--- config.mk ---
export PLATFORM = sky130hd
export DESIGN_NAME = kmsl_link
export DESIGN_NICKNAME = d
export VERILOG_FILES = /design/src/rtl/kmsl_sync.v /design/src/rtl/kmsl_link.v
export VERILOG_INCLUDE_DIRS = /design/src /design/src/rtl
export SDC_FILE = /design/constraint.sdc
export NUM_CORES = 1
export LEC_CHECK = 0
export BUFFER_PORTS_ARGS = -buffer_cell sky130_fd_sc_hd__buf_4
export CAP_MARGIN = 0
export CORE_AREA = 2 2 242 244
export DETAILED_ROUTE_END_ITERATION = 10
export DIE_AREA = 0 0 244 246
export GPL_ROUTABILITY_DRIVEN = 0
export GPL_TIMING_DRIVEN = 1
export SLEW_MARGIN = 5
export SYNTH_ARGS = -nofsm -noshare
export SYNTH_HDL_FRONTEND = slang
export SYNTH_HIERARCHICAL = 1
export SYNTH_SLANG_ARGS = --single-unit
export TNS_END_PERCENT = 30
--- constraint.sdc ---
create_clock -name clock_in -period 5.3 [get_ports clock_in]
set_clock_uncertainty 0.2 [all_clocks]
set_input_delay 1.325 -clock clock_in [delete_from_list [all_inputs] [get_ports clock_in]]
set_output_delay 1.325 -clock clock_in [all_outputs]
set_load 0.01 [all_outputs]
--- src/rtl/kmsl_defines.vh ---
// constants of the keyboard and mouse serial link device end
`ifndef KMSL_DEFINES_VH
`define KMSL_DEFINES_VH

// ----------------------------------------------------------------
// system clock and link timing
// ----------------------------------------------------------------
`define KMSL_CLK_NS       40
// clock phase length, inside the 30..50 us window
`define KMSL_HALF_NS      40000
`define KMSL_HALF_CYC     ((`KMSL_HALF_NS + `KMSL_CLK_NS - 1) / `KMSL_CLK_NS)
// data change ahead of the falling clock edge, 5..25 us
`define KMSL_SETUP_NS     15000
`define KMSL_SETUP_CYC    ((`KMSL_SETUP_NS + `KMSL_CLK_NS - 1) / `KMSL_CLK_NS)
// rising clock edge to next data change
`define KMSL_HOLD_NS      25000
`define KMSL_HOLD_CYC     ((`KMSL_HOLD_NS + `KMSL_CLK_NS - 1) / `KMSL_CLK_NS)
// host halt poll interval, a longest time
`define KMSL_POLL_NS      100000
`define KMSL_POLL_CYC     (`KMSL_POLL_NS / `KMSL_CLK_NS)
// inter-byte gap, a least time
`define KMSL_GAP_NS       1000000
`define KMSL_GAP_CYC      ((`KMSL_GAP_NS + `KMSL_CLK_NS - 1) / `KMSL_CLK_NS)
// typematic delay and repeat period
`define KMSL_DELAY_MS     500
`define KMSL_DELAY_CYC    (`KMSL_DELAY_MS * 1000000 / `KMSL_CLK_NS)
`define KMSL_RATE_MS      100
`define KMSL_RATE_CYC     (`KMSL_RATE_MS * 1000000 / `KMSL_CLK_NS)
`define KMSL_SETTLE_CYC   4'hF

// ----------------------------------------------------------------
// frame and code values
// ----------------------------------------------------------------
`define KMSL_FRAME_BITS   11
`define KMSL_PARITY_IDX   4'h9
`define KMSL_STOP_IDX     4'hA
`define KMSL_FIFO_DEPTH   24
`define KMSL_CODE_BREAK   8'hF0
`define KMSL_CODE_EXT     8'hE0
`define KMSL_CODE_ACK     8'hFA
`define KMSL_CODE_RESEND  8'hFE
`define KMSL_CODE_BAT     8'hAA
`define KMSL_CODE_ID      8'h00
`define KMSL_CODE_OVERRUN 8'h00
`define KMSL_CODE_CTRL    8'h14

`endif

--- src/rtl/kmsl_sync.v ---
// three-stage synchroniser for one line level from outside the domain
`timescale 1ns/10ps
`default_nettype none

module kmsl_sync (
  input  wire clock_in,
  input  wire rstn_in,
  input  wire async_in,
  output reg  level_out
);

  reg stage1;
  reg stage2;
  reg stage3;

  // lines rest high, so reset to the idle level
  always @(posedge clock_in) begin
    if (!rstn_in) begin
      stage1    <= 1'b1;
      stage2    <= 1'b1;
      stage3    <= 1'b1;
      level_out <= 1'b1;
    end else begin
      stage1 <= async_in;
      stage2 <= stage1;
      stage3 <= stage2;
      if (stage2 == stage3) begin
        level_out <= stage3;
      end
    end
  end

endmodule // kmsl_sync

`default_nettype wire

--- src/rtl/kmsl_link.v ---
// device end of the keyboard and mouse two-wire serial link
`timescale 1ns/10ps
`default_nettype none
`include "kmsl_defines.vh"

module kmsl_link #(
  parameter        DEPTH     = `KMSL_FIFO_DEPTH,
  parameter [23:0] GAP_CYC   = `KMSL_GAP_CYC,
  parameter [23:0] DELAY_CYC = `KMSL_DELAY_CYC,
  parameter [23:0] RATE_CYC  = `KMSL_RATE_CYC
) (
  input  wire        clock_in,
  input  wire        rstn_in,
  input  wire        link_clock_line_in,
  output reg         link_clock_line_out,
  output reg         link_clock_line_oe_out,
  input  wire        link_data_line_in,
  output reg         link_data_line_out,
  output reg         link_data_line_oe_out,
  input  wire        key_valid_in,
  input  wire [7:0]  key_code_in,
  input  wire        key_ext_in,
  input  wire        key_release_in,
  input  wire        function_modifier_key_in,
  output reg         key_ready_out,
  input  wire        mouse_valid_in,
  input  wire [23:0] mouse_packet_in,
  output reg         mouse_ready_out,
  output reg  [7:0]  sys_code_out,
  output reg         sys_code_valid_out,
  output reg         sys_code_mapped_out,
  output reg  [7:0]  rx_data_out,
  output reg         rx_valid_out,
  output reg         rx_parity_err_out
);

  // ----------------------------------------------------------------
  // states and constants
  // ----------------------------------------------------------------
  localparam [2:0] ST_IDLE  = 3'h0;
  localparam [2:0] ST_TSET  = 3'h1;
  localparam [2:0] ST_TLOW  = 3'h2;
  localparam [2:0] ST_THIGH = 3'h3;
  localparam [2:0] ST_RLOW  = 3'h4;
  localparam [2:0] ST_RHIGH = 3'h5;
  localparam integer HALF_I   = `KMSL_HALF_CYC;
  localparam integer SETUP_I  = `KMSL_SETUP_CYC;
  localparam integer HOLD_I   = `KMSL_HOLD_CYC;
  localparam integer DEPTH_I  = DEPTH - 1;
  localparam [15:0] HALF_CYC  = HALF_I[15:0];
  localparam [15:0] SETUP_CYC = SETUP_I[15:0];
  localparam [15:0] HOLD_CYC  = HOLD_I[15:0];
  localparam [5:0]  DEPTH_M1  = DEPTH_I[5:0];

  // ----------------------------------------------------------------
  // code helpers
  // ----------------------------------------------------------------
  // length in [25:24], bytes first-out in [23:16]
  // break and extended prefixes
  function [25:0] key_seq;
    input [7:0] code;
    input       ext;
    input       rel;
    begin
      if (ext && rel) begin
        key_seq = {2'h3, `KMSL_CODE_EXT, `KMSL_CODE_BREAK, code};
      end else if (ext) begin
        key_seq = {2'h2, `KMSL_CODE_EXT, code, 8'h00};
      end else if (rel) begin
        key_seq = {2'h2, `KMSL_CODE_BREAK, code, 8'h00};
      end else begin
        key_seq = {2'h1, code, 16'h0000};
      end
    end
  endfunction

  // mapped flag in [8]; unlisted codes pass through unchanged with the flag clear
  // non-standard code table
  function [8:0] to_system;
    input [7:0] code;
    begin
      case (code)
        8'h6A:   to_system = {1'b1, 8'h7D};
        8'h5D:   to_system = {1'b1, 8'h2B};
        8'h61:   to_system = {1'b1, 8'h56};
        8'h10:   to_system = {1'b1, 8'h65};
        8'h20:   to_system = {1'b1, 8'h67};
        8'h30:   to_system = {1'b1, 8'h69};
        8'h40:   to_system = {1'b1, 8'h6B};
        default: to_system = {1'b0, code};
      endcase
    end
  endfunction

  // ----------------------------------------------------------------
  // line synchronisers
  // ----------------------------------------------------------------
  wire clk_s;
  wire dat_s;

  kmsl_sync u_clk_sync (
    .clock_in  (clock_in),
    .rstn_in   (rstn_in),
    .async_in  (link_clock_line_in),
    .level_out (clk_s)
  );

  kmsl_sync u_dat_sync (
    .clock_in  (clock_in),
    .rstn_in   (rstn_in),
    .async_in  (link_data_line_in),
    .level_out (dat_s)
  );

  // ----------------------------------------------------------------
  // state
  // ----------------------------------------------------------------
  reg  [7:0]  fifo_mem [0:DEPTH-1];
  reg  [4:0]  wr_ptr;
  reg  [4:0]  rd_ptr;
  reg  [5:0]  fifo_cnt;
  reg  [23:0] em_seq;
  reg  [1:0]  em_len;
  reg         ovr_pend;
  reg         ovr_done;
  reg         boot_pend;
  reg         ack_pend;
  reg  [7:0]  ack_code;
  reg  [7:0]  rep_code;
  reg         rep_ext;
  reg         rep_active;
  reg  [23:0] rep_cnt;
  reg  [2:0]  state;
  reg  [15:0] ph_cnt;
  reg  [23:0] gap_cnt;
  reg         gap_arm;
  reg  [3:0]  bit_idx;
  reg  [3:0]  rel_cnt;
  reg  [10:0] tx_sh;
  reg  [8:0]  rx_sh;
  reg         push_en;
  reg  [7:0]  push_byte;
  reg  [23:0] ld_seq;
  reg  [1:0]  ld_len;
  reg         ld_rep;
  reg         ld_key;

  wire        em_idle  = (em_len == 2'h0) && !ovr_pend;
  wire        offering = key_ready_out || mouse_ready_out;
  wire        rep_due  = rep_active && (rep_cnt == 24'h0);
  wire        ext_eff  = key_ext_in || (function_modifier_key_in &&
                         (key_code_in == `KMSL_CODE_CTRL));
  wire [25:0] kseq     = key_seq(key_code_in, ext_eff, key_release_in);
  wire [25:0] rseq     = key_seq(rep_code, rep_ext, 1'b0);
  wire [8:0]  sys      = to_system(key_code_in);
  wire        ld_fit   = (fifo_cnt + {4'h0, ld_len}) <= DEPTH_M1;
  wire        settled  = (rel_cnt == `KMSL_SETTLE_CYC);
  wire        tx_phase = (state == ST_TSET) || (state == ST_THIGH);
  wire        pop      = (state == ST_THIGH) && (ph_cnt == 16'h0) &&
                         (bit_idx == `KMSL_STOP_IDX);

  // ----------------------------------------------------------------
  // code source selection
  // ----------------------------------------------------------------
  always @* begin
    ld_seq = 24'h000000;
    ld_len = 2'h0;
    ld_rep = 1'b0;
    ld_key = 1'b0;
    if (key_ready_out && key_valid_in) begin
      ld_seq = kseq[23:0];
      ld_len = kseq[25:24];
      ld_key = 1'b1;
    end else if (mouse_ready_out && mouse_valid_in) begin
      ld_seq = mouse_packet_in;
      ld_len = 2'h3;
    end else if (em_idle && !offering && boot_pend) begin
      ld_seq = {`KMSL_CODE_BAT, `KMSL_CODE_ID, 8'h00};
      ld_len = 2'h2;
    end else if (em_idle && !offering && ack_pend) begin
      ld_seq = {ack_code, 16'h0000};
      ld_len = 2'h1;
    end else if (em_idle && !offering && !key_valid_in && rep_due) begin
      ld_seq = rseq[23:0];
      ld_len = rseq[25:24];
      ld_rep = 1'b1;
    end
  end

  // one byte per cycle into the buffer; overrun when the whole sequence does not fit with one slot spare
  always @* begin
    push_en   = 1'b0;
    push_byte = em_seq[23:16];
    if (em_len != 2'h0) begin
      push_en = 1'b1;
    end else if (ovr_pend) begin
      push_en   = 1'b1;
      push_byte = `KMSL_CODE_OVERRUN;
    end
  end

  // ----------------------------------------------------------------
  // character buffer
  // ----------------------------------------------------------------
  always @(posedge clock_in) begin
    if (push_en) begin
      fifo_mem[wr_ptr] <= push_byte;
    end
  end

  always @(posedge clock_in) begin
    if (!rstn_in) begin
      wr_ptr   <= 5'h00;
      rd_ptr   <= 5'h00;
      fifo_cnt <= 6'h00;
    end else begin
      if (push_en) begin
        wr_ptr <= (wr_ptr == DEPTH_M1[4:0]) ? 5'h00 : wr_ptr + 5'h01;
      end
      if (pop) begin
        rd_ptr <= (rd_ptr == DEPTH_M1[4:0]) ? 5'h00 : rd_ptr + 5'h01;
      end
      fifo_cnt <= fifo_cnt + {5'h00, push_en} - {5'h00, pop};
    end
  end

  // ----------------------------------------------------------------
  // code generation, typematic and translation
  // ----------------------------------------------------------------
  always @(posedge clock_in) begin
    if (!rstn_in) begin
      em_seq              <= 24'h000000;
      em_len              <= 2'h0;
      ovr_pend            <= 1'b0;
      ovr_done            <= 1'b0;
      boot_pend           <= 1'b1;
      ack_pend            <= 1'b0;
      rep_code            <= 8'h00;
      rep_ext             <= 1'b0;
      rep_active          <= 1'b0;
      rep_cnt             <= 24'h000000;
      key_ready_out       <= 1'b0;
      mouse_ready_out     <= 1'b0;
      sys_code_out        <= 8'h00;
      sys_code_valid_out  <= 1'b0;
      sys_code_mapped_out <= 1'b0;
    end else begin
      sys_code_valid_out <= 1'b0;
      key_ready_out      <= 1'b0;
      mouse_ready_out    <= 1'b0;
      if (em_len != 2'h0) begin
        em_seq <= {em_seq[15:0], 8'h00};
        em_len <= em_len - 2'h1;
      end
      if (ovr_pend) begin
        ovr_pend <= 1'b0;
      end
      if (fifo_cnt == 6'h00) begin
        ovr_done <= 1'b0;
      end
      if (rep_cnt != 24'h0) begin
        rep_cnt <= rep_cnt - 24'h1;
      end
      // one source offered per free slot, key first
      if (em_idle && !offering && !boot_pend && !ack_pend) begin
        if (key_valid_in) begin
          key_ready_out <= 1'b1;
        end else if (!rep_due && mouse_valid_in) begin
          mouse_ready_out <= 1'b1;
        end
      end
      if (ld_len != 2'h0) begin
        if (ld_fit) begin
          em_seq <= ld_seq;
          em_len <= ld_len;
        end else if (!ovr_done) begin
          ovr_pend <= 1'b1;
          ovr_done <= 1'b1;
        end
        if (!(key_ready_out && key_valid_in) &&
            !(mouse_ready_out && mouse_valid_in)) begin
          if (boot_pend) begin
            boot_pend <= 1'b0;
          end else if (ack_pend) begin
            ack_pend <= 1'b0;
          end
        end
      end
      if (ld_rep) begin
        rep_cnt <= RATE_CYC;
      end
      if (ld_key) begin
        sys_code_out        <= sys[7:0];
        sys_code_mapped_out <= sys[8];
        sys_code_valid_out  <= 1'b1;
        if (!key_release_in) begin
          rep_code   <= key_code_in;
          rep_ext    <= ext_eff;
          rep_active <= 1'b1;
          rep_cnt    <= DELAY_CYC;
        end else if (key_code_in == rep_code) begin
          rep_active <= 1'b0;
        end
      end
      if (state == ST_RHIGH && ph_cnt == 16'h0 &&
          bit_idx == `KMSL_STOP_IDX) begin
        ack_pend <= 1'b1;
      end
    end
  end

  // ----------------------------------------------------------------
  // link sequencer
  // ----------------------------------------------------------------
  always @(posedge clock_in) begin
    if (!rstn_in) begin
      state                  <= ST_IDLE;
      ph_cnt                 <= 16'h0000;
      gap_cnt                <= 24'h000000;
      gap_arm                <= 1'b0;
      bit_idx                <= 4'h0;
      rel_cnt                <= 4'h0;
      tx_sh                  <= 11'h7FF;
      rx_sh                  <= 9'h000;
      ack_code               <= `KMSL_CODE_ACK;
      link_clock_line_out    <= 1'b0;
      link_clock_line_oe_out <= 1'b0;
      link_data_line_out     <= 1'b0;
      link_data_line_oe_out  <= 1'b0;
      rx_data_out            <= 8'h00;
      rx_valid_out           <= 1'b0;
      rx_parity_err_out      <= 1'b0;
    end else begin
      rx_valid_out <= 1'b0;
      // sync lag hides our own release, so wait before trusting
      if (link_clock_line_oe_out) begin
        rel_cnt <= 4'h0;
      end else if (!settled) begin
        rel_cnt <= rel_cnt + 4'h1;
      end
      if (gap_cnt != 24'h0) begin
        gap_cnt <= gap_cnt - 24'h1;
      end
      if (ph_cnt != 16'h0) begin
        ph_cnt <= ph_cnt - 16'h1;
      end
      case (state)
        ST_IDLE: begin
          link_clock_line_oe_out <= 1'b0;
          link_data_line_oe_out  <= 1'b0;
          if (settled && clk_s && !dat_s) begin
            state                  <= ST_RLOW;
            bit_idx                <= 4'h0;
            ph_cnt                 <= HALF_CYC;
            link_clock_line_oe_out <= 1'b1;
          end else if (gap_arm && gap_cnt == 24'h0 && !clk_s) begin
            gap_cnt <= GAP_CYC;
          end else if (settled && clk_s && dat_s && gap_cnt == 24'h0 &&
                       fifo_cnt != 6'h00) begin
            tx_sh <= {1'b1, ~^fifo_mem[rd_ptr], fifo_mem[rd_ptr], 1'b0};
            link_data_line_oe_out <= 1'b1;
            gap_arm <= 1'b0;
            bit_idx <= 4'h0;
            ph_cnt  <= SETUP_CYC;
            state   <= ST_TSET;
          end
        end
        ST_TSET, ST_TLOW, ST_THIGH: begin
          // clock watched in every released phase up to the parity-bit setup
          // looks are at most one low phase apart, well under 100 us
          if (tx_phase && settled && !clk_s &&
              (bit_idx < `KMSL_PARITY_IDX ||
               (bit_idx == `KMSL_PARITY_IDX && state == ST_TSET))) begin
            // abort; byte stays at buffer head
            link_data_line_oe_out <= 1'b0;
            state                 <= ST_IDLE;
          end else if (ph_cnt == 16'h0) begin
            if (state == ST_TSET) begin
              link_clock_line_oe_out <= 1'b1;
              ph_cnt <= HALF_CYC;
              state  <= ST_TLOW;
              if (bit_idx == `KMSL_STOP_IDX) begin
                // gap from stop-bit data change; short gaps clamp at zero
                if (GAP_CYC > {8'h00, SETUP_CYC}) begin
                  gap_cnt <= GAP_CYC - {8'h00, SETUP_CYC};
                end else begin
                  gap_cnt <= 24'h000000;
                end
                gap_arm <= 1'b1;
              end
            end else if (state == ST_TLOW) begin
              link_clock_line_oe_out <= 1'b0;
              ph_cnt <= HOLD_CYC;
              state  <= ST_THIGH;
            end else if (bit_idx == `KMSL_STOP_IDX) begin
              link_data_line_oe_out <= 1'b0;
              state <= ST_IDLE;
            end else begin
              tx_sh   <= {1'b1, tx_sh[10:1]};
              link_data_line_oe_out <= ~tx_sh[1];
              bit_idx <= bit_idx + 4'h1;
              ph_cnt  <= SETUP_CYC;
              state   <= ST_TSET;
            end
          end
        end
        ST_RLOW: begin
          if (ph_cnt == 16'h0) begin
            if (bit_idx != 4'h0 && bit_idx != `KMSL_STOP_IDX) begin
              rx_sh <= {dat_s, rx_sh[8:1]};
            end
            if (bit_idx == `KMSL_STOP_IDX) begin
              link_data_line_oe_out <= 1'b0;
            end
            link_clock_line_oe_out <= 1'b0;
            ph_cnt <= HALF_CYC;
            state  <= ST_RHIGH;
          end
        end
        ST_RHIGH: begin
          if (bit_idx == `KMSL_PARITY_IDX && ph_cnt == SETUP_CYC) begin
            link_data_line_oe_out <= 1'b1;
          end
          if (ph_cnt == 16'h0) begin
            if (bit_idx == `KMSL_STOP_IDX) begin
              rx_data_out       <= rx_sh[7:0];
              rx_parity_err_out <= ~^rx_sh;
              rx_valid_out      <= 1'b1;
              ack_code <= (~^rx_sh) ? `KMSL_CODE_RESEND : `KMSL_CODE_ACK;
              state    <= ST_IDLE;
            end else begin
              bit_idx <= bit_idx + 4'h1;
              link_clock_line_oe_out <= 1'b1;
              ph_cnt <= HALF_CYC;
              state  <= ST_RLOW;
            end
          end
        end
        default: begin
          state <= ST_IDLE;
        end
      endcase
    end
  end

endmodule // kmsl_link

`default_nettype wire

==> parameters.txt, run 1 <==
Parameter                              Value

Timing
  FMAX    0.204 GHz
  Transition time at the pin with the least slew margin    1190 ps
  Final slew viol count    0
  Final critical path time including I/O delays and setup    between 4000 and 5000 ps
  RSZ-0062 raised after global routing    false
  Endpoints failing setup    0
  Slew HR    20.4%
  Hold Violations, Final    0
  Final Cycle Share    between 90% and 100%
  Final TNS setup    0 ps

Synthesis
  FF+latch count, synth    about 380
  Yosys top cell area share    between 30% and 40%
  Cell types occupying the most area after synthesis    sky130_fd_sc_hd__edfxtp_1, sky130_fd_sc_hd__dfxtp_1, sky130_fd_sc_hd__mux4_2, sky130_fd_sc_hd__nor2_1, sky130_fd_sc_hd__xnor2_1
  Synth async-reset ratio    0%
  Predominant post-synthesis flop cell    sky130_fd_sc_hd__edfxtp_1
  Commonest cells in the synthesized netlist    sky130_fd_sc_hd__edfxtp_1, sky130_fd_sc_hd__dfxtp_1, sky130_fd_sc_hd__nor2_1
  Number of distinct library cells after synthesis    80
  Mean area per synthesized cell    between 10 and 15 sq um
  Yosys Warn Count    6
  Largest area contributor in the netlist    sky130_fd_sc_hd__edfxtp_1
  Number of enable-type register cells in the synthesized netlist    between 150 and 200
  Dominant cell by count in the synthesized netlist    sky130_fd_sc_hd__edfxtp_1
  Synthesized instance count    ~1,500
  Netlist area before placement    17,000 sq um
  Sequential area share after synthesis    a little under three fifths

Worst setup path
  WP data arrival    ~5200 ps
  Largest fanout of any net on the critical path    25
  Series of cell instances along the critical path    inv_1, ha_1, or4b_2, or4_1, or4b_4, o21ai_4, inv_1, fa_1, nor2b_1, xnor2_1, o2bb2ai_1, a211oi_2, o21ai_4, buf_4, o31ai_1
  Kind of end point of the critical path    flop
  Startpoint kind of the worst setup timing path    flop
  Slowest stage delay, CP    660 ps
  CP Buf/Inv Count    3
  Required time at the worst-slack endpoint    approximately 5600 ps
  Slowest stage cell, crit path    sky130_fd_sc_hd__or4_1
  Top delay family on crit path    simple AND/OR/NAND/NOR gates
  Kind of critical path    reg2reg

Routing
  Count of TritonRoute iterations in the first routing pass    6
  DRC errors left    0
  DRT iter0 DRCs    between 800 and 900
  Via count of the routed design    around 12,000
  Wire length after detailed routing    ~40 mm
  Avg Vias per Cell    approximately 5
  ANT nets after route    0
  WL per Instance    between 15 and 20 um

Global route
  Grt peak-use layer    met2
  Largest net degree at the start of global routing    59
  Met2 demand-to-capacity share in global routing    between 20% and 30%
  First-pass GRT wire length    roughly 64 mm
  Number of global-route vias before repair    around 12,000
  Grt met3 use    around 2.2%
  Gr ovfl total    0
  M1 GR Usage    17.5%
  Number of antenna violations at the first check in global routing    0
  Total routing resource utilization after global routing    13.2%

Finish
  P&R area growth vs syn    16.5%
  Number of nets in the layout    between 1,500 and 2,000
  Cell Count, Final, Fillers Out    approximately 2,400
  Area of the multi-input gates    approximately 7000 sq um
  Final Util    roughly a third
  Ant. Diodes    0
  Final Cell Area    between 15,000 and 20,000 sq um
  Register cell area after layout    between 9000 and 10,000 sq um
  Fraction of final layout cells with drive strength greater than 1    14.7%
  Layout filler cell count    about 5,600

Clock tree
  Setup Buffers After CTS    0
  Post-CTS Hold Fix Bufs    0
  CTS root buf    sky130_fd_sc_hd__clkbuf_16
  CTS buffer count    41
  CTS Sinks    roughly 380
  Clock tree from TritonCTS    yes
  Deepest level of the CTS H-tree    2
  Clk pin slew, worst setup/hold paths    around 60 ps
  Max clock buf depth    3
  CTS resizes    0
  Clock latency of the later-clocked register in the worst-skew pair    between 500 and 600 ps

Power
  Final Total Pwr    between 9 and 10 mW
  Power per unit of standard cell area    between 400 and 500 nW/um^2
  Leakage power    a little under 7 nW
  Worst IR Drop VDD    0.355 mV

Floorplanning
  Die Y    approximately 250 um
  Core Rows    88
  Core ar.    between 50,000 and 60,000 sq um
  Count of boundary I/O pins    between 60 and 70
  Starting density of the core    between 20 and 30%
  Width of the die    244 um
  DIE AREA    60,000 sq um

Worst hold path
  Worst hold path type    reg2reg

Placed design
  Post-placement cell count    around 2,300
  Sum of net half-perimeters after detailed placement    between 20 and 30 mm
  Count of port buffers added during placement    64
  Post-Place Cell Area    approximately 18,000 sq um

Job
  Max Cap Viol    0

Status
  Run status    finished clean
[kinds of logic after synthesis]
kind of cell    share of synthesized area, %
other cells                           0.0221
flops                                   55.9
buf+inv                                 2.77
compound gates                          10.9
simple gates                            14.1
mux                                     8.87
fa+ha+maj                               2.52
xor+xnor                                4.89
[per-stage QoR]
stage / setup slack (ps) / hold WS, ps
2_1_floorplan: 105 / 186
3_3_place_gp: 15.0 / 202
3_5_place_dp: -107 / 201
4_1_cts: 390 / 215
5_1_grt: 71.8 / 229
6_report: 387 / 210
[path summary, 6_finish.rpt]
check | start | cells past startpoint | slack [ps] | endpoint
setup / recovery | rep_cnt[0]$_SDFF_PN0_ | 15 | 390 | em_seq[6]$_SDFF_PN0_
hold / removal | u_clk_sync/stage1$_SDFF_PN1_ | 1 | 210 | u_clk_sync/stage2$_SDFF_PN1_
setup reg to reg | rep_cnt[0]$_SDFF_PN0_ | 15 | 390 | em_seq[6]$_SDFF_PN0_
hold reg to reg | u_clk_sync/stage1$_SDFF_PN1_ | 1 | 210 | u_clk_sync/stage2$_SDFF_PN1_
[area by class of cell]
type | count | share of cell area, %
clock inverters | 15 | 1.16
clock buffers | 59 | 5.83
multi-input cells | 1011 | 35.6
flip-flops and latches | 379 | 48.0
well taps | 765 | 4.83
repair buffers | 104 | 3.94
inverters | 35 | 0.669
[layer usage]
layer  share of wire, %  wire [um]  up-vias
met1                 45      18000     5810
met4                2.1        826        0
li1                   -          -     5685
met3                4.9       1940       54
met2                 48      19100      281
met5                  0          0        -
[worst register-to-register path, stage by stage, from the launching register on]
cell                        delay (ps)
sky130_fd_sc_hd__dfxtp_1           330
sky130_fd_sc_hd__inv_1              80
sky130_fd_sc_hd__ha_1              140
sky130_fd_sc_hd__or4b_2            610
sky130_fd_sc_hd__or4_1             660
sky130_fd_sc_hd__or4b_4            580
sky130_fd_sc_hd__o21ai_4           250
sky130_fd_sc_hd__inv_1              80
sky130_fd_sc_hd__fa_1              350
sky130_fd_sc_hd__nor2b_1           140
sky130_fd_sc_hd__xnor2_1           150
sky130_fd_sc_hd__o2bb2ai_1         100
sky130_fd_sc_hd__a211oi_2          370
sky130_fd_sc_hd__o21ai_4           260
sky130_fd_sc_hd__buf_4             270
sky130_fd_sc_hd__o31ai_1           250
[layout by cell type (no fill, tap or decap), types with 7 or more instances in the layout]
cell type | synthesis | layout
sky130_fd_sc_hd__or4_1 | 9 | 9
sky130_fd_sc_hd__or3_1 | 23 | 23
sky130_fd_sc_hd__edfxtp_1 | 192 | 192
sky130_fd_sc_hd__nand2b_1 | 13 | 13
sky130_fd_sc_hd__nor3_1 | 30 | 30
sky130_fd_sc_hd__clkbuf_1 | 63 | 13
sky130_fd_sc_hd__buf_4 | 2 | 104
sky130_fd_sc_hd__clkbuf_16 | 0 | 42
sky130_fd_sc_hd__and2_1 | 7 | 7
sky130_fd_sc_hd__mux2i_1 | 45 | 45
sky130_fd_sc_hd__nor2b_1 | 14 | 14
sky130_fd_sc_hd__ha_1 | 31 | 31
sky130_fd_sc_hd__nand3_1 | 18 | 18
sky130_fd_sc_hd__nor2_1 | 167 | 166
sky130_fd_sc_hd__nor4_1 | 18 | 18
sky130_fd_sc_hd__o211ai_1 | 11 | 11
sky130_fd_sc_hd__xnor2_1 | 60 | 60
sky130_fd_sc_hd__a22oi_1 | 14 | 14
sky130_fd_sc_hd__nand4_1 | 24 | 24
sky130_fd_sc_hd__nand2_1 | 128 | 128
sky130_fd_sc_hd__o31ai_1 | 11 | 11
sky130_fd_sc_hd__mux4_2 | 44 | 44
sky130_fd_sc_hd__xor2_1 | 35 | 35
sky130_fd_sc_hd__a211oi_1 | 30 | 29
sky130_fd_sc_hd__a31oi_1 | 12 | 12
sky130_fd_sc_hd__dfxtp_1 | 187 | 185
sky130_fd_sc_hd__o211a_1 | 7 | 7
sky130_fd_sc_hd__o21ai_0 | 58 | 58
sky130_fd_sc_hd__a21oi_1 | 94 | 94
sky130_fd_sc_hd__inv_1 | 35 | 34
[power breakdown]
part           leakage (nW)  switching (mW)  total (mW)  internal [mW]
Clock                 0.662            1.17        2.94           1.77
Sequential             3.27           0.305        3.86           3.55
Combinational          2.92            1.72        2.91           1.20
Total                  6.86            3.19        9.71           6.52
[flip-flops by register name, summed over array words and instances, names as in the netlist, 2 cells and up, named ones only]
register and count:
fifo_mem 192, em_seq 24, gap_cnt 24, rep_cnt 24
ph_cnt 16, rx_sh 9, tx_sh 9, rep_code 8
rx_data_out 8, sys_code_out 8, fifo_cnt 6, rd_ptr 5
wr_ptr 5, bit_idx 4, rel_cnt 4, state 3
em_len 2
No activity file was read; power rests on OpenSTA's default activity.
==> inputs of run 2 (changes only) <==
--- a/config.mk
+++ b/config.mk
@@ -8,14 +8,14 @@
 export LEC_CHECK = 0
 export BUFFER_PORTS_ARGS = -buffer_cell sky130_fd_sc_hd__buf_4
 export CAP_MARGIN = 0
-export CORE_AREA = 2 2 242 244
+export CORE_AREA = 2 2 244 246
+export CTS_CLUSTER_SIZE = 10
 export DETAILED_ROUTE_END_ITERATION = 10
-export DIE_AREA = 0 0 244 246
+export DIE_AREA = 0 0 246 248
 export GPL_ROUTABILITY_DRIVEN = 0
 export GPL_TIMING_DRIVEN = 1
 export SLEW_MARGIN = 5
 export SYNTH_ARGS = -nofsm -noshare
 export SYNTH_HDL_FRONTEND = slang
-export SYNTH_HIERARCHICAL = 1
 export SYNTH_SLANG_ARGS = --single-unit
 export TNS_END_PERCENT = 30
==> run 2 against run 1 <==
  * Register-to-register slack gained 610 ps
  * Clock power shrank 4%
  * Design area grew 1.6%
  * Critical endpoint is now em_seq[17]$_SDFF_PN0_
  * Highest routed layer unchanged
==> parameters.txt, run 2 <==
Parameter                              Value

Finish
  P&R area growth vs syn    15.8% (was 16.5%)
  Cell Count, Final, Fillers Out    2,431 (was 2,368)
  Fraction of final layout cells with drive strength greater than 1    14.2% (was 14.7%)
  Most common cell after layout, fill and taps aside    sky130_fd_sc_hd__edfxtp_1 (unchanged)
  Largest register FFs    192 (unchanged)
  Ant. Diodes    0 (unchanged)
  Number of nets in the layout    1,701 (was 1,646)
  Register name with the most flops    fifo_mem (unchanged)
  Final Util    34.4% (was 34.5%)
  Most frequent cells in the layout    sky130_fd_sc_hd__edfxtp_1, sky130_fd_sc_hd__dfxtp_1, sky130_fd_sc_hd__nor2_1, sky130_fd_sc_hd__nand2_1, sky130_fd_sc_hd__buf_4 (unchanged)

Routing
  Count of TritonRoute iterations in the first routing pass    7 (was 6)
  WL per Instance    17.2 um (was 16.8 um)
  Via count of the routed design    12,300 (was 11,800)
  ANT nets after route    0 (unchanged)
  DRC errors left    0 (unchanged)
  DRT iter0 DRCs    1,174 (was 879)
  Wire length after detailed routing    41.9 mm (was 39.9 mm)
  Avg Vias per Cell    5.05 (was 5.00)

Global route
  Number of global-route vias before repair    11,800 (was 11,700)
  Largest net degree at the start of global routing    42 (was 59)
  Number of antenna violations at the first check in global routing    0 (unchanged)
  Gr ovfl total    0 (unchanged)
  Total routing resource utilization after global routing    13.7% (was 13.2%)
  First-pass GRT wire length    66.3 mm (was 63.9 mm)

Timing
  RSZ-0062 raised after global routing    false (unchanged)
  Transition time at the pin with the least slew margin    1210 ps (was 1190 ps)
  Final Cycle Share    91.7% (was 92.7%)
  FMAX    0.206 GHz (was 0.204 GHz)
  Slew HR    19.0% (was 20.4%)
  Endpoints failing setup    0 (unchanged)
  Final slew viol count    0 (unchanged)
  Final critical path time including I/O delays and setup    4860 ps (was 4910 ps)
  Hold Violations, Final    0 (unchanged)

Floorplanning
  Core ar.    58,500 sq um (was 57,400 sq um)
  Core Rows    89 (was 88)
  Starting density of the core    29.7% (was 29.6%)
  Count of boundary I/O pins    67 (unchanged)
  Die Y    248 um (was 246 um)
  DIE AREA    61,000 sq um (was 60,000 sq um)
  Width of the die    246 um (was 244 um)

Synthesis
  Synth async-reset ratio    0% (unchanged)
  Yosys top cell area share    33.2% (was 33.9%)
  FF+latch count, synth    379 (unchanged)
  Dominant cell by count in the synthesized netlist    sky130_fd_sc_hd__edfxtp_1 (unchanged)
  Yosys Warn Count    0 (was 6)
  Largest family of logic cells by synthesized area    simple AND/OR/NAND/NOR gates (unchanged)
  Commonest cells in the synthesized netlist    sky130_fd_sc_hd__edfxtp_1, sky130_fd_sc_hd__dfxtp_1, sky130_fd_sc_hd__nor2_1 (unchanged)
  Area share of fa/ha/maj cells after synthesis    2.46% (was 2.52%)
  Compound-cell area share of the yosys netlist    11.3% (was 10.9%)
  Portion of netlist area occupied by mux cells    8.61% (was 8.87%)
  Sequential area share after synthesis    54.7% (was 55.9%)
  Xor and xnor area share after synthesis    4.58% (was 4.89%)
  Number of distinct library cells after synthesis    89 (was 80)
  Simple-gate share of the synthesized area    15.5% (was 14.1%)
  Largest area contributor in the netlist    sky130_fd_sc_hd__edfxtp_1 (unchanged)
  Predominant post-synthesis flop cell    sky130_fd_sc_hd__edfxtp_1 (unchanged)
  Number of enable-type register cells in the synthesized netlist    192 (unchanged)
  Cell types occupying the most area after synthesis    sky130_fd_sc_hd__edfxtp_1, sky130_fd_sc_hd__dfxtp_1, sky130_fd_sc_hd__mux4_2, sky130_fd_sc_hd__nor2_1, sky130_fd_sc_hd__mux2i_1 (was sky130_fd_sc_hd__edfxtp_1, sky130_fd_sc_hd__dfxtp_1, sky130_fd_sc_hd__mux4_2, sky130_fd_sc_hd__nor2_1, sky130_fd_sc_hd__xnor2_1)
  Netlist area before placement    17,400 sq um (was 17,000 sq um)
  Mean area per synthesized cell    11.1 sq um (was 11.3 sq um)
  Synthesized instance count    1,562 (was 1,505)

Power
  Power per unit of standard cell area    494 nW/um^2 (was 490 nW/um^2)
  Worst IR Drop VDD    0.242 mV (was 0.355 mV)
  Leakage power    7.06 nW (was 6.86 nW)

Status
  Run status    finished clean (unchanged)

Clock tree
  CTS resizes    0 (unchanged)
  CTS buffer count    44 (was 41)
  Clock latency of the later-clocked register in the worst-skew pair    560 ps (about the same)
  CTS Sinks    379 (unchanged)
  Setup Buffers After CTS    0 (unchanged)
  Max clock buf depth    3 (unchanged)
  Deepest level of the CTS H-tree    2 (unchanged)
  Clk pin slew, worst setup/hold paths    50 ps (was 60 ps)
  Clock tree from TritonCTS    yes (unchanged)
  Post-CTS Hold Fix Bufs    0 (unchanged)
  CTS root buf    sky130_fd_sc_hd__clkbuf_16 (unchanged)

Worst setup path
  WP data arrival    5150 ps (was 5170 ps)
  Kind of critical path    in2reg (was reg2reg)
  Number of cell instances on the worst register-to-register path    15 (unchanged)
  Critical R2R Capture    fifo_cnt[4]$_SDFF_PN0_ (was em_seq[6]$_SDFF_PN0_)
  Endpoint of the most critical setup path    em_seq[17]$_SDFF_PN0_ (was em_seq[6]$_SDFF_PN0_)
  Largest fanout of any net on the critical path    25 (unchanged)
  Kind of end point of the critical path    flop (unchanged)
  Critical path origin    key_code_in[0] (was rep_cnt[0]$_SDFF_PN0_)
  Startpoint kind of the worst setup timing path    input pin (was flop)
  Setup slack of the most critical reg-to-reg path    1000 ps (was 390 ps)
  Required time at the worst-slack endpoint    5590 ps (was 5560 ps)
  Startpoint of the most critical register-to-register path    ph_cnt[2]$_SDFF_PN0_ (was rep_cnt[0]$_SDFF_PN0_)

Placed design
  Post-placement cell count    2,354 (was 2,294)
  Count of port buffers added during placement    64 (unchanged)
  Sum of net half-perimeters after detailed placement    28.4 mm (was 26.8 mm)

Job
  Max Cap Viol    0 (unchanged)

Worst hold path
  Worst hold path type    reg2reg (unchanged)
-- run 2: cell types whose count changed after synthesis, moves of 10 or more --
cell | previous run | this run
sky130_fd_sc_hd__or3_1 | 23 | 7
sky130_fd_sc_hd__nand3_1 | 18 | 29
sky130_fd_sc_hd__nand2_1 | 128 | 118
sky130_fd_sc_hd__mux2i_1 | 45 | 64
sky130_fd_sc_hd__nor2_1 | 167 | 184
sky130_fd_sc_hd__nor3_1 | 30 | 44
sky130_fd_sc_hd__o21ai_0 | 58 | 44
-- run 2: per-layer routing --
metal / wire [um] / GRT usage (%) / vias to the layer above
met4: 1010 / 4.10 / 0
met5: 0 / 0 / -
li1: - / - / 5874
met3: 2510 / 2.24 / 68
met1: 18800 / 18.4 / 5941
met2: 19600 / 22.6 / 389
-- run 2: layout make-up --
type,count,area (sq um)
Clock buffer,75,1280
Clock inverter,2,40.0
Fill cell,5765,38300
Inverter,34,129
Multi-Input combinational cell,1066,7390
Sequential cell,379,9510
Tap cell,773,967
Timing Repair Buffer,102,803
-- run 2: kinds of logic after synthesis --
logic type               after synthesis
flip-flops                           379
adder cells (fa/ha/maj)               33
buffers and inverters                118
AND/OR/NAND/NOR                      540
XOR/XNOR                              91
multiplexers                         104
AO/OA/AOI/OAI                        296
other                                  1
-- run 2: worst min path at each step --
stage               depth (start not counted)  slack [ps]                      endpoint                    startpoint
finish                                      1         210  u_clk_sync.stage2$_SDFF_PN1_  u_clk_sync.stage1$_SDFF_PN1_
global route                                1         230  u_clk_sync.stage2$_SDFF_PN1_  u_clk_sync.stage1$_SDFF_PN1_
CTS                                         1         210  u_clk_sync.stage2$_SDFF_PN1_  u_clk_sync.stage1$_SDFF_PN1_
detailed placement                          1         200  u_clk_sync.stage2$_SDFF_PN1_  u_clk_sync.stage1$_SDFF_PN1_
global placement                            1         200  u_clk_sync.stage2$_SDFF_PN1_  u_clk_sync.stage1$_SDFF_PN1_
floorplan                                   1         190  u_clk_sync.stage2$_SDFF_PN1_  u_clk_sync.stage1$_SDFF_PN1_
-- run 2: critical path, cell delays in order --
cell and delay [ps]:
sky130_fd_sc_hd__buf_4 110, sky130_fd_sc_hd__nor4_1 380, sky130_fd_sc_hd__and4b_1 290, sky130_fd_sc_hd__nor2_1 80
sky130_fd_sc_hd__ha_1 270, sky130_fd_sc_hd__a22oi_1 150, sky130_fd_sc_hd__a21boi_0 290, sky130_fd_sc_hd__ha_1 220
sky130_fd_sc_hd__inv_1 60, sky130_fd_sc_hd__fa_1 380, sky130_fd_sc_hd__nor2b_1 170, sky130_fd_sc_hd__xnor2_1 180
sky130_fd_sc_hd__o2bb2ai_1 110, sky130_fd_sc_hd__a211o_1 310, sky130_fd_sc_hd__inv_1 100, sky130_fd_sc_hd__nand2_1 90
sky130_fd_sc_hd__buf_12 170, sky130_fd_sc_hd__a211o_1 280, sky130_fd_sc_hd__a21oi_1 150
-- run 2: power breakdown --
group | internal (mW) | total [mW] | leakage, nW | switching (mW)
registers | 3.55 | 3.86 | 3.29 | 0.309
logic | 1.33 | 3.28 | 3.13 | 1.94
clock network | 1.64 | 2.81 | 0.633 | 1.17
-- run 2: per-stage QoR --
stage          worst slack (ps)  hold WS, ps  area (sq um)  TNS, ps  power [mW]
6_report                    439          209         20100        0        9.95
5_1_grt                     175          230         20100        0        10.6
4_1_cts                     465          211         20100        0        10.0
3_5_place_dp               -112          198         18800    -1440        7.17
3_3_place_gp               29.2          204         18800        0        7.07
2_1_floorplan               241          186         17400        0        6.28
==> inputs of run 3 (changes only) <==
--- a/config.mk
+++ b/config.mk
@@ -14,6 +14,7 @@
 export DIE_AREA = 0 0 246 248
 export GPL_ROUTABILITY_DRIVEN = 0
 export GPL_TIMING_DRIVEN = 1
+export RECOVER_POWER = 50
 export SLEW_MARGIN = 5
 export SYNTH_ARGS = -nofsm -noshare
 export SYNTH_HDL_FRONTEND = slang
==> run 3 against run 2 <==
  * The flow now finishes with violations (max-capacitance violations, max-slew violations)
  * Maximum frequency barely moved
  * Sequential share of layout area rose by 0.27 points
  * Worst setup slack got worse by 4.9 ps
  * Critical path type unchanged
  * Largest power group unchanged
==> parameters.txt, run 3 (synthesis results as in run 2) <==
Parameter                              Value

Finish
  Number of nets in the layout    1,701 (unchanged)
  Register name with the most flops    fifo_mem (unchanged)
  Most common cell after layout, fill and taps aside    sky130_fd_sc_hd__edfxtp_1 (unchanged)
  Most frequent cells in the layout    sky130_fd_sc_hd__edfxtp_1, sky130_fd_sc_hd__dfxtp_1, sky130_fd_sc_hd__nor2_1, sky130_fd_sc_hd__nand2_1, sky130_fd_sc_hd__a21oi_1 (was sky130_fd_sc_hd__edfxtp_1, sky130_fd_sc_hd__dfxtp_1, sky130_fd_sc_hd__nor2_1, sky130_fd_sc_hd__nand2_1, sky130_fd_sc_hd__buf_4)
  Ant. Diodes    0 (unchanged)
  P&R area growth vs syn    15.1% (was 15.8%)
  Largest register FFs    192 (unchanged)
  Fraction of final layout cells with drive strength greater than 1    12.4% (was 14.2%)

Timing
  Final slew viol count    94 (was 0)
  RSZ-0062 raised after global routing    false (unchanged)
  Endpoints failing setup    0 (unchanged)
  Worst path setup slack after routing    434 ps (was 439 ps)
  Slew HR    -30.5% (was 19.0%)
  FMAX    0.206 GHz (about the same)
  Hold Violations, Final    0 (unchanged)
  Transition time at the pin with the least slew margin    1950 ps (was 1210 ps)
  Final critical path time including I/O delays and setup    4870 ps (was 4860 ps)
  Final Cycle Share    91.8% (was 91.7%)

Floorplanning
  Core ar.    58,500 sq um (unchanged)
  Count of boundary I/O pins    67 (unchanged)
  Width of the die    246 um (unchanged)
  Starting density of the core    29.7% (unchanged)
  Die Y    248 um (unchanged)
  DIE AREA    61,000 sq um (unchanged)
  Core Rows    89 (unchanged)

Worst setup path
  Critical path origin    key_code_in[0] (unchanged)
  Largest fanout of any net on the critical path    25 (unchanged)
  Startpoint of the most critical register-to-register path    ph_cnt[2]$_SDFF_PN0_ (unchanged)
  Setup slack of the most critical reg-to-reg path    1000 ps (about the same)
  Kind of critical path    in2reg (unchanged)
  Startpoint kind of the worst setup timing path    input pin (unchanged)
  Slowest stage cell, crit path    sky130_fd_sc_hd__nor4_1 (unchanged)
  Slowest stage delay, CP    380 ps (about the same)
  Kind of end point of the critical path    flop (unchanged)
  Series of cell instances along the critical path    buf_4, nor4_1, and4b_1, nor2_1, ha_1, a22oi_1, a21boi_0, ha_1, inv_1, fa_1, nor2b_1, xnor2_1, o2bb2ai_1, a211o_1, inv_1, nand2_1, buf_12, a211o_1, a21oi_1 (unchanged)
  WP data arrival    5150 ps (about the same)
  Required time at the worst-slack endpoint    5590 ps (about the same)

Routing
  Count of TritonRoute iterations in the first routing pass    6 (was 7)
  Avg Vias per Cell    5.06 (was 5.05)
  DRT iter0 DRCs    1,153 (was 1,174)
  DRC errors left    0 (unchanged)
  WL per Instance    17.3 um (was 17.2 um)
  Via count of the routed design    12,300 (about the same)
  Wire length after detailed routing    42.0 mm (was 41.9 mm)
  ANT nets after route    0 (unchanged)

Clock tree
  Max clock buf depth    3 (unchanged)
  Clk pin slew, worst setup/hold paths    50 ps (about the same)
  CTS buffer count    44 (unchanged)
  Post-CTS Hold Fix Bufs    0 (unchanged)
  Clock latency of the later-clocked register in the worst-skew pair    560 ps (about the same)
  CTS Sinks    379 (unchanged)
  CTS resizes    0 (unchanged)
  Setup Buffers After CTS    0 (unchanged)
  CTS root buf    sky130_fd_sc_hd__clkbuf_16 (unchanged)
  Clock tree from TritonCTS    yes (unchanged)
  Deepest level of the CTS H-tree    2 (unchanged)

Worst hold path
  Hold path start    u_clk_sync.stage1$_SDFF_PN1_ (unchanged)
  Worst hold path type    reg2reg (unchanged)

Power
  Combinational group share of total power    32.8% (was 32.9%)
  Part of the total power dissipated in sequential elements    38.9% (was 38.8%)
  Net load switching power    3.42 mW (was 3.43 mW)
  Power per unit of standard cell area    496 nW/um^2 (was 494 nW/um^2)
  P_int    6.51 mW (was 6.52 mW)
  Worst IR Drop VDD    0.242 mV (about the same)
  Leakage power    6.93 nW (was 7.06 nW)
  Final Total Pwr    9.93 mW (was 9.95 mW)
  Sw frac    34.5% (was 34.4%)
  Clock power frac    28.3% (about the same)

Global route
  Number of antenna violations at the first check in global routing    0 (unchanged)
  Number of global-route vias before repair    11,800 (unchanged)
  Largest net degree at the start of global routing    42 (unchanged)
  Total routing resource utilization after global routing    13.7% (unchanged)
  First-pass GRT wire length    66.3 mm (unchanged)
  Gr ovfl total    0 (unchanged)

Status
  Failing checks    max-capacitance violations, max-slew violations
  Run status    finished, violations left (was finished clean)

Placed design
  Post-placement setup slack    -112 ps (unchanged)
  Sum of net half-perimeters after detailed placement    28.4 mm (unchanged)
  Count of port buffers added during placement    64 (unchanged)

Job
  Max Cap Viol    3 (was 0)
## run 3: final timing paths
path	endpoint	cells after the start
setup / recovery	em_seq[17]$_SDFF_PN0_	19
hold / removal	u_clk_sync.stage2$_SDFF_PN1_	1
setup reg to reg	fifo_cnt[4]$_SDFF_PN0_	15
hold reg to reg	u_clk_sync.stage2$_SDFF_PN1_	1
## run 3: area by class of cell
cell class,instances,area (sq um)
Fill cell,5786,38500
Multi-Input combinational cell,1066,7390
Clock buffer,75,1280
Timing Repair Buffer,102,691
Sequential cell,379,9510
Clock inverter,2,40.0
Tap cell,773,967
Inverter,34,129
## run 3: metal layers
metal / GRT usage, % / up-vias / wire, um
met1: 18.4 / 5963 / 18700
li1: - / 5879 / -
met4: 4.10 / 0 / 993
met5: 0 / - / 0
met3: 2.24 / 72 / 2610
met2: 22.6 / 391 / 19700
## run 3: through the flow
step	hold WS [ps]	cell area (sq um)	instances	setup TNS [ps]	utilization (%)
final	209	20000	2431	0	34.2
after floorplan	186	17400	1563	0	-
after CTS	211	20100	2431	0	34.4
after global placement	204	18800	2354	0	32.2
after global routing	230	20000	2431	0	34.2
after detailed placement	198	18800	2354	-1440	32.2
## run 3: power groups by stage
stage	registers [mW]	clock network, mW	logic (mW)
5_1_grt	3.91	3.00	3.63
6_report	3.86	2.81	3.26
3_5_place_dp	3.91	0	3.25
4_1_cts	3.86	2.89	3.27
2_1_floorplan	3.83	0	2.45
3_3_place_gp	3.90	0	3.17
## run 3: worst max-delay path, delay by kind of cell
family	cells	cell delay, ps
AOI/OAI and AO/OA	6	1300
xor gates and xnor gates	1	180
adders and majority gates	3	870
buffers and inverters	4	440
and+or+nand+nor	5	1020
